## config.mk

```make
export PLATFORM = sky130hd
export DESIGN_NAME = pmhte_top
export DESIGN_NICKNAME = d
export VERILOG_FILES = /design/src/pmhte_top.v
export VERILOG_INCLUDE_DIRS = /design/src
export SDC_FILE = /design/constraint.sdc
export NUM_CORES = 1
export LEC_CHECK = 0
export ABC_CLOCK_PERIOD_IN_PS = 26500
export BUFFER_PORTS_ARGS = -buffer_cell sky130_fd_sc_hd__buf_2
export CORE_MARGIN = 10
export CORE_UTILIZATION = 30
export CTS_CLUSTER_SIZE = 16
export DETAILED_ROUTE_END_ITERATION = 16
export REMOVE_ABC_BUFFERS = 1
export SETUP_SLACK_MARGIN = 0.3
export SLEW_MARGIN = 15
export SYNTH_ARGS = -nofsm -noshare
export SYNTH_HDL_FRONTEND = slang
export SYNTH_SLANG_ARGS = --single-unit
```

## constraint.sdc

```tcl
create_clock -name pclk -period 26.5 [get_ports pclk]
set_input_delay 5.3 -clock pclk [delete_from_list [all_inputs] [get_ports pclk]]
set_output_delay 5.3 -clock pclk [all_outputs]
set_load 0.02 [all_outputs]
```

## src/pmhte_regs.vh

```
// What this block does
// - day tick replaces previous-day register with snapshot
// - previous-day timestamp marks interval end, quarter-hour
// - previous-day register readable on request
// - time-of-day preset leaves held timestamp alone
// - start: timestamp zero, seconds zero, invalid true
// - unavailable rise and fall emit timestamped events
// - unavailable events delivered to management
// - severe run needs three successive severe seconds
// - severe run at most nine seconds
// - severe run event carries starting minute
// - single checker sets when count reaches level
// - single checker clears at period end
// - single level rewrite sets or clears state
// - crossing report on false to true
// - crossing detected within one monitor second
// - crossing report names reaching second
// - crossing never clears counting register
// - dual clears at clean low period end
// - dual level rewrite sets; true persists
// - dual clearing report on true to false
// - dual reports carry crossing moment
// - single 15 min or 24 h; dual 15 min
`ifndef PMHTE_REGS_VH
`define PMHTE_REGS_VH
// ----------------------------------------------------------------
// register byte offsets
// ----------------------------------------------------------------
`define PMHTE_CTRL      12'h000
`define PMHTE_STATUS    12'h004
`define PMHTE_SLVL      12'h008
`define PMHTE_DSET      12'h00C
`define PMHTE_DCLR      12'h010
`define PMHTE_PD_COUNT  12'h014
`define PMHTE_PD_SECS   12'h018
`define PMHTE_PD_STAMP  12'h01C
`define PMHTE_TOD       12'h020
`define PMHTE_EVENTS    12'h024
`define PMHTE_SL_STAMP  12'h028
`define PMHTE_DL_STAMP  12'h02C
`define PMHTE_UA_STAMP  12'h030
`define PMHTE_CS_STAMP  12'h034
// ----------------------------------------------------------------
// fields and reset values
// ----------------------------------------------------------------
`define PMHTE_CTRL_SEL24  0
`define PMHTE_LVL_RST     32'hFFFF_FFFF
`define PMHTE_RUN_MIN     4'h3
`define PMHTE_RUN_MAX     4'h9
`define PMHTE_QH_SECS     17'h0_0384
`define PMHTE_MIN_SECS    32'h0000_003C
`endif

```

## src/pmhte_top.v

```verilog
`timescale 1ns/10ps
`include "pmhte_regs.vh"
module pmhte_top #(
  parameter CW = 32
) (
  input  wire          pclk,                 // 125 MHz clock
  input  wire          presetn,              // async reset, low
  input  wire          psel,                 // apb select
  input  wire          penable,              // apb access phase
  input  wire          pwrite,               // apb write
  input  wire [11:0]   paddr,                // apb byte address
  input  wire [31:0]   pwdata,               // apb write data
  output reg  [31:0]   prdata,               // apb read data
  output wire          pready,               // apb ready
  output wire          pslverr,              // apb error
  input  wire          monitor_second_tick,  // one-cycle second strobe
  input  wire          day_boundary_tick,    // one-cycle day strobe
  input  wire          unavailable_state_in, // unavailable level
  input  wire          severely_errored_second, // with second tick
  input  wire [CW-1:0] counter_snapshot_in,  // snapshot count
  input  wire [16:0]   snapshot_seconds_in,  // snapshot interval seconds
  input  wire          snapshot_invalid_in,  // snapshot invalid flag
  input  wire [CW-1:0] running_event_count,  // running count
  output reg           crossing_report,      // single checker pulse
  output reg           dual_crossing_report, // dual checker pulse
  output reg           clearing_report,      // dual clear pulse
  output reg           unavail_begin_event,  // begin pulse
  output reg           unavail_end_event,    // end pulse
  output reg           consecutive_severe_run_event // run pulse
);
  // ----------------------------------------------------------------
  // state
  // ----------------------------------------------------------------
  reg          sel24_q;
  reg [CW-1:0] slvl_q;
  reg [CW-1:0] dset_q;
  reg [CW-1:0] dclr_q;
  reg [CW-1:0] previous_day_count;
  reg [16:0]   interval_seconds;
  reg          data_invalid_flag;
  reg [31:0]   pd_stamp_q;
  reg [31:0]   tod_q;
  reg [16:0]   qh_q;
  reg [31:0]   sl_stamp_q;
  reg [31:0]   dl_stamp_q;
  reg [31:0]   ua_stamp_q;
  reg [31:0]   cs_stamp_q;
  reg [31:0]   run_stamp_q;
  reg          sl_state_q;
  reg          dl_state_q;
  reg          ua_seen_q;
  reg          ua_prev_q;
  reg [3:0]    run_q;
  reg [5:0]    events_q;
  reg [5:0]    ev_set;
  wire         wr = psel & penable & pwrite;
  wire         rd_ev = psel & penable & ~pwrite & (paddr == `PMHTE_EVENTS);
  wire         end15 = monitor_second_tick & (qh_q == `PMHTE_QH_SECS - 17'h0_0001);
  wire         end24 = day_boundary_tick;
  wire         sl_end = sel24_q ? end24 : end15;
  wire         wr_sl = wr & (paddr == `PMHTE_SLVL);
  wire         wr_ds = wr & (paddr == `PMHTE_DSET);
  // stamps floored against the time of day itself, so a preset keeps them aligned
  wire [31:0]  tod_min = tod_q - (tod_q % `PMHTE_MIN_SECS);
  wire [31:0]  tod_qh  = tod_q - (tod_q % {15'h0000, `PMHTE_QH_SECS});
  assign pready  = 1'b1;
  assign pslverr = 1'b0;

  // ----------------------------------------------------------------
  // apb writes
  // ----------------------------------------------------------------
  // configuration registers only; the time-of-day preset is in the next block and touches no held stamp
  always @(posedge pclk or negedge presetn) begin
    if (!presetn) begin
      sel24_q <= 1'b0;
      slvl_q  <= `PMHTE_LVL_RST;
      dset_q  <= `PMHTE_LVL_RST;
      dclr_q  <= {CW{1'b0}};
    end else if (wr) begin
      if (paddr == `PMHTE_CTRL) sel24_q <= pwdata[`PMHTE_CTRL_SEL24];
      if (paddr == `PMHTE_SLVL) slvl_q <= pwdata[CW-1:0];
      if (paddr == `PMHTE_DSET) dset_q <= pwdata[CW-1:0];
      if (paddr == `PMHTE_DCLR) dclr_q <= pwdata[CW-1:0];
    end
  end

  // time of day in seconds and quarter-hour period counter
  always @(posedge pclk or negedge presetn) begin
    if (!presetn) begin
      tod_q     <= 32'h0000_0000;
      qh_q      <= 17'h0_0000;
    end else begin
      if (wr && paddr == `PMHTE_TOD) tod_q <= pwdata;
      else if (monitor_second_tick) tod_q <= tod_q + 32'h0000_0001;
      if (end24) qh_q <= 17'h0_0000;
      else if (end15) qh_q <= 17'h0_0000;
      else if (monitor_second_tick) qh_q <= qh_q + 17'h0_0001;
    end
  end

  // ----------------------------------------------------------------
  // previous-day register
  // ----------------------------------------------------------------
  // start values, then overwrite with snapshot each day
  always @(posedge pclk or negedge presetn) begin
    if (!presetn) begin
      previous_day_count <= {CW{1'b0}};
      interval_seconds   <= 17'h0_0000;
      data_invalid_flag  <= 1'b1;
      pd_stamp_q         <= 32'h0000_0000;
    end else if (end24) begin
      previous_day_count <= counter_snapshot_in;
      interval_seconds   <= snapshot_seconds_in;
      data_invalid_flag  <= snapshot_invalid_in;
      // end stamp rounded down to a quarter hour of the clock
      pd_stamp_q <= tod_qh;
    end
  end

  // ----------------------------------------------------------------
  // unavailable events and severe runs
  // ----------------------------------------------------------------
  // edge events stamped to the minute; runs of three or more
  always @(posedge pclk or negedge presetn) begin
    if (!presetn) begin
      ua_prev_q   <= 1'b0;
      ua_stamp_q  <= 32'h0000_0000;
      run_q       <= 4'h0;
      run_stamp_q <= 32'h0000_0000;
      cs_stamp_q  <= 32'h0000_0000;
      unavail_begin_event <= 1'b0;
      unavail_end_event   <= 1'b0;
      consecutive_severe_run_event <= 1'b0;
    end else begin
      ua_prev_q <= unavailable_state_in;
      unavail_begin_event <= unavailable_state_in & ~ua_prev_q;
      unavail_end_event   <= ~unavailable_state_in & ua_prev_q;
      if (unavailable_state_in != ua_prev_q)
        ua_stamp_q <= tod_min;
      consecutive_severe_run_event <= 1'b0;
      if (monitor_second_tick) begin
        if (!severely_errored_second) run_q <= 4'h0;
        else if (run_q != `PMHTE_RUN_MAX) run_q <= run_q + 4'h1;
        if (severely_errored_second && run_q == 4'h0)
          run_stamp_q <= tod_min;
        if (severely_errored_second && run_q == `PMHTE_RUN_MIN - 4'h1) begin
          consecutive_severe_run_event <= 1'b1;
          cs_stamp_q <= run_stamp_q;
        end
      end
    end
  end

  // ----------------------------------------------------------------
  // threshold checkers
  // ----------------------------------------------------------------
  // state never touches the counters, only reads them
  always @(posedge pclk or negedge presetn) begin
    if (!presetn) begin
      sl_state_q <= 1'b0;
      dl_state_q <= 1'b0;
      ua_seen_q  <= 1'b0;
      sl_stamp_q <= 32'h0000_0000;
      dl_stamp_q <= 32'h0000_0000;
      crossing_report      <= 1'b0;
      dual_crossing_report <= 1'b0;
      clearing_report      <= 1'b0;
    end else begin
      crossing_report      <= 1'b0;
      dual_crossing_report <= 1'b0;
      clearing_report      <= 1'b0;
      // single level, checked each second or on rewrite
      if (sl_end) begin
        sl_state_q <= 1'b0;
      end else if (wr_sl) begin
        if (pwdata[CW-1:0] > running_event_count)
          sl_state_q <= 1'b0;
        else if (!sl_state_q) begin
          sl_state_q <= 1'b1;
          crossing_report <= 1'b1;
          sl_stamp_q <= tod_q;
        end
      end else if (monitor_second_tick && !sl_state_q &&
                   running_event_count >= slvl_q) begin
        sl_state_q <= 1'b1;
        crossing_report <= 1'b1;
        sl_stamp_q <= tod_q;
      end
      // dual level, 15 minute periods only
      if (unavailable_state_in) ua_seen_q <= 1'b1;
      if (end15) ua_seen_q <= unavailable_state_in;
      if (end15 && dl_state_q && !ua_seen_q && !unavailable_state_in &&
          running_event_count <= dclr_q) begin
        dl_state_q <= 1'b0;
        clearing_report <= 1'b1;
        dl_stamp_q <= tod_q;
      end else if (!dl_state_q &&
                   ((wr_ds && pwdata[CW-1:0] <= running_event_count) ||
                    (monitor_second_tick && running_event_count >= dset_q))) begin
        dl_state_q <= 1'b1;
        dual_crossing_report <= 1'b1;
        dl_stamp_q <= tod_q;
      end
    end
  end

  // ----------------------------------------------------------------
  // sticky event flags, cleared by read; a new set wins
  // ----------------------------------------------------------------
  always @* begin
    ev_set = {consecutive_severe_run_event, unavail_end_event, unavail_begin_event,
              clearing_report, dual_crossing_report, crossing_report};
  end

  // management delivery log
  always @(posedge pclk or negedge presetn) begin
    if (!presetn) events_q <= 6'h00;
    else events_q <= (rd_ev ? 6'h00 : events_q) | ev_set;
  end

  // ----------------------------------------------------------------
  // apb reads
  // ----------------------------------------------------------------
  // registered read data during setup phase
  always @(posedge pclk or negedge presetn) begin
    if (!presetn) begin
      prdata <= 32'h0000_0000;
    end else if (psel && !penable && !pwrite) begin
      case (paddr)
        `PMHTE_CTRL:     prdata <= {31'h0000_0000, sel24_q};
        `PMHTE_STATUS:   prdata <= {26'h000_0000, run_q, dl_state_q, sl_state_q};
        `PMHTE_SLVL:     prdata <= slvl_q;
        `PMHTE_DSET:     prdata <= dset_q;
        `PMHTE_DCLR:     prdata <= dclr_q;
        `PMHTE_PD_COUNT: prdata <= previous_day_count;
        `PMHTE_PD_SECS:  prdata <= {data_invalid_flag, 14'h0000, interval_seconds};
        `PMHTE_PD_STAMP: prdata <= pd_stamp_q;
        `PMHTE_TOD:      prdata <= tod_q;
        `PMHTE_EVENTS:   prdata <= {26'h000_0000, events_q | ev_set};
        `PMHTE_SL_STAMP: prdata <= sl_stamp_q;
        `PMHTE_DL_STAMP: prdata <= dl_stamp_q;
        `PMHTE_UA_STAMP: prdata <= ua_stamp_q;
        `PMHTE_CS_STAMP: prdata <= cs_stamp_q;
        default:         prdata <= 32'h0000_0000;
      endcase
    end
  end
endmodule

```

==> results.json <==
{
  "comb_power_share": 0.623,
  "final_util": 0.346,
  "antenna_found_initial": 15,
  "core_area_sq_um": 109000,
  "clockRootBuffer": "clkbuf_16",
  "worstHoldStart": "prdata[26]",
  "timing.rr.end": "pd_stamp_q[30]",
  "fmax_ghz": 0.0407,
  "maxSlewHeadroom": 0.297,
  "drive_gt1_frac": 0.188,
  "rrSetupSlack_ns": 1.95,
  "worst_pin_slew_ns": 1.05,
  "dieWidth_um": 352,
  "stdcell_count": 5462,
  "grt_overflow": 0,
  "ys_ff_latch": 432,
  "cts_tree": "done",
  "worst_hold_slack_ns": 0.469,
  "pwr-share-seq": 0.206,
  "min_path_type": "register to register",
  "critPathMaxStageDelay_ns": 0.66,
  "yosys_warnings": 0,
  "period_minus_slack_ns": 24.55,
  "seq_area_frac_synth": 0.329,
  "m1WireLength_um": 51800,
  "ys_types": 132,
  "p_sw_frac": 0.454,
  "setup_viol": 0,
  "numClockSinks": 432,
  "postRouteAntennaNets": 0,
  "wire_per_inst_um": 20.7,
  "clkPwrFrac": 0.171,
  "portBuffers": 172,
  "nets": 4277,
  "finalWorstSetupSlack_ns": 1.95,
  "synth.avg_cell_area_sq_um": 8.71,
  "place_inst": 5360,
  "post-route-cell-area_sq_um": 37800,
  "ios": 175,
  "power_switching_mw": 1.81,
  "crit_type": "register to register",
  "power.density_nw_per_um2": 106,
  "holdPathEnd": "prdata[26]",
  "setup_tns_ns": 0,
  "postPlaceCellArea_sq_um": 35800,
  "rsz0062_at_grt": "false",
  "internal_power_mw": 2.18,
  "timing.rr.start": "tod_q[26]",
  "critPathMaxFanout": 23,
  "critPathLaunchType": "register",
  "routed.top_layer": "met5",
  "p_leak_nw": 16.6,
  "cp_common_cell": "a21oi_1",
  "grt_pass1_wl_um": 175000,
  "rows": 121,
  "status": "complete, no violations",
  "cap_violations": 0,
  "slew_viol_final": 0,
  "finClkSkew_ns": 0.0178,
  "fin_crit_sh": 0.926,
  "cts_buffers": 46,
  "die_area_sq_um": 124000,
  "slowest_stage": "or4_4",
  "grt_usage": 0.174,
  "path_clk_slew_ns": 0.06,
  "drc": 0,
  "postSynthCellCount": 3808,
  "arrival_ns": 25.02,
  "ff2ff_path_depth": 103,
  "synth_ff_type": "dfrtp_1",
  "hold_viol_final": 0,
  "initial_core_util": 0.303,
  "synthArstFlopShare": 1.00,
  "grt_max_degree": 170,
  "irDropWorstVdd_v": 0.000203,
  "worst-endpoint-required_ns": 26.97,
  "viasPerCell": 5.54,
  "syn_area_sq_um": 33200,
  "vias": 30243,
  "first_pass_iters": 6,
  "place.gp.congestion": 0.875,
  "synth-edff-count": 0,
  "htreeDepth": 2,
  "grt_pass1_vias": 29180,
  "cts.path.max_buffers": 3,
  "totalPowerFinal_mw": 3.99,
  "routed_wl_um": 113000,
  "wl_met3_um": 6850,
  "dp_hpwl_um": 81100,
  "area_delta_synth_final_pct": 14.0,
  "fp.dieH_um": 352,
  "crit_path_end_kind": "register",
  "min_path_cells": 1,
  "clkLatencyLatePin_ns": 0.60,
  "dp_worst_setup_slack_ns": 1.01,
  "wl_met2_um": 51800,
  "n_fill_cell": 11426,
  "drt_iter0_drc": 2507
}
power by group through the flow:
stage	Combinational, mW	Sequential [mW]	Clock [mW]
2_1_floorplan	1.82	0.824	0
5_1_grt	2.75	0.830	0.717
6_report	2.48	0.822	0.680
4_1_cts	2.42	0.820	0.690
3_5_place_dp	2.40	0.832	0
3_3_place_gp	2.39	0.830	0
routing by layer:
metal / track usage / up-vias
met5: 0 / -
met2: 0.285 / 864
met1: 0.240 / 14937
met3: 0.0213 / 162
met4: 0.0430 / 6
li1: - / 14274
worst max-delay path by stage:
stage / start / to / cells past startpoint
6_report: tod_q[26] / pd_stamp_q[30] / 103
5_1_grt: tod_q[26] / pd_stamp_q[30] / 103
4_1_cts: tod_q[24] / pd_stamp_q[30] / 101
3_5_place_dp: tod_q[24] / pd_stamp_q[30] / 99
3_3_place_gp: tod_q[24] / pd_stamp_q[30] / 101
2_1_floorplan: tod_q[27] / pd_stamp_q[30] / 101
cells in the final DEF, fill, tap and decap left out, types with 17 or more instances in the layout:
cell type / n
a222oi_1: 40
a22oi_1: 30
a22o_1: 46
dfstp_2: 65
dfrtp_1: 361
ha_1: 196
or3_1: 20
and2_1: 42
a21o_1: 71
xnor2_1: 108
o21ai_0: 327
nand2b_1: 94
a221oi_1: 46
and3_1: 32
o21ai_1: 22
nand4_1: 39
o211ai_1: 34
a211oi_1: 33
buf_4: 60
nand3_1: 95
or2_2: 23
o31ai_1: 17
xor2_1: 53
nor2b_1: 73
clkbuf_16: 47
a21oi_1: 238
nand2_1: 346
a31oi_1: 44
mux2i_1: 17
conb_1: 48
nor2_1: 199
o21a_1: 27
buf_2: 170
nor3_1: 59
inv_1: 210
mux2_2: 199
layout make-up:
type	instances	area [sq um]	area share
flip-flops and latches	432	10900	0.289
multi-input cells	3015	21300	0.564
repair buffers	232	1340	0.0354
well taps	1476	1850	0.0489
clock buffers	68	1400	0.0369
diodes	4	10.0	0.000265
clock inverters	17	170	0.00450
inverters	218	818	0.0217
cells in the mapped netlist (18+ instances only):
master | count | share of area
nand4_1 | 39 | 0.0074
inv_1 | 210 | 0.024
xor2_1 | 55 | 0.015
mux2_2 | 199 | 0.068
o21ai_1 | 22 | 0.0033
a221oi_1 | 47 | 0.012
o211ai_1 | 34 | 0.0077
nor4_1 | 19 | 0.0036
a211oi_1 | 35 | 0.0079
a222oi_1 | 40 | 0.012
clkbuf_1 | 158 | 0.018
a21oi_1 | 240 | 0.036
a22oi_1 | 30 | 0.0068
or3_1 | 20 | 0.0038
and3_1 | 32 | 0.0060
xnor2_1 | 110 | 0.029
dfstp_2 | 65 | 0.052
nand2b_1 | 95 | 0.018
and2_1 | 43 | 0.0081
dfrtp_1 | 367 | 0.28
nor2b_1 | 73 | 0.014
o31ai_1 | 21 | 0.0048
nand3_1 | 95 | 0.014
a22o_1 | 46 | 0.012
a31oi_1 | 47 | 0.0089
o22ai_1 | 18 | 0.0034
o21a_1 | 27 | 0.0061
mux2i_1 | 22 | 0.0066
nor2_1 | 212 | 0.024
ha_1 | 197 | 0.074
a21o_1 | 71 | 0.016
or2_2 | 23 | 0.0043
nand2_1 | 347 | 0.039
o21ai_0 | 327 | 0.049
nor3_1 | 67 | 0.010
cell families after synthesis:
| group | after synthesis | synth area share |
|---|---|---|
| AO/OA/AOI/OAI | 1222 | 0.253 |
| XOR/XNOR | 167 | 0.0446 |
| adder cells (fa/ha/maj) | 213 | 0.0792 |
| buffers and inverters | 407 | 0.0470 |
| flip-flops | 432 | 0.329 |
| multiplexers | 225 | 0.0759 |
| other | 2 | 0.000227 |
| AND/OR/NAND/NOR | 1140 | 0.172 |
critical path: cells and delay by family, from the launching register on:
kind                       cells  cell delay [ns]
muxes                          7             2.45
DFF                            1             0.57
xor gates and xnor gates       3             0.36
AOI/OAI and AO/OA             54            13.94
buffers and inverters          9             0.81
adders and majority gates      1             0.28
and+or+nand+nor               29             5.98
registers in the layout, summed over array words and instances (netlist names), 30 cells and up:
name / cells
cs_stamp_q: 30
dclr_q: 32
dset_q: 32
pd_stamp_q: 30
previous_day_count: 32
prdata: 32
slvl_q: 32
dl_stamp_q: 32
run_stamp_q: 30
tod_q: 32
ua_stamp_q: 30
sl_stamp_q: 32
timing repair:
| action | CTS | global route |
|---|---|---|
| setup endpoints to repair | 0 | 10 |
| buffers inserted | 0 | 13 |
| hold buffers | 0 | 0 |
| resized for setup | 0 | 64 |
No activity file was read; power rests on OpenSTA's default activity.
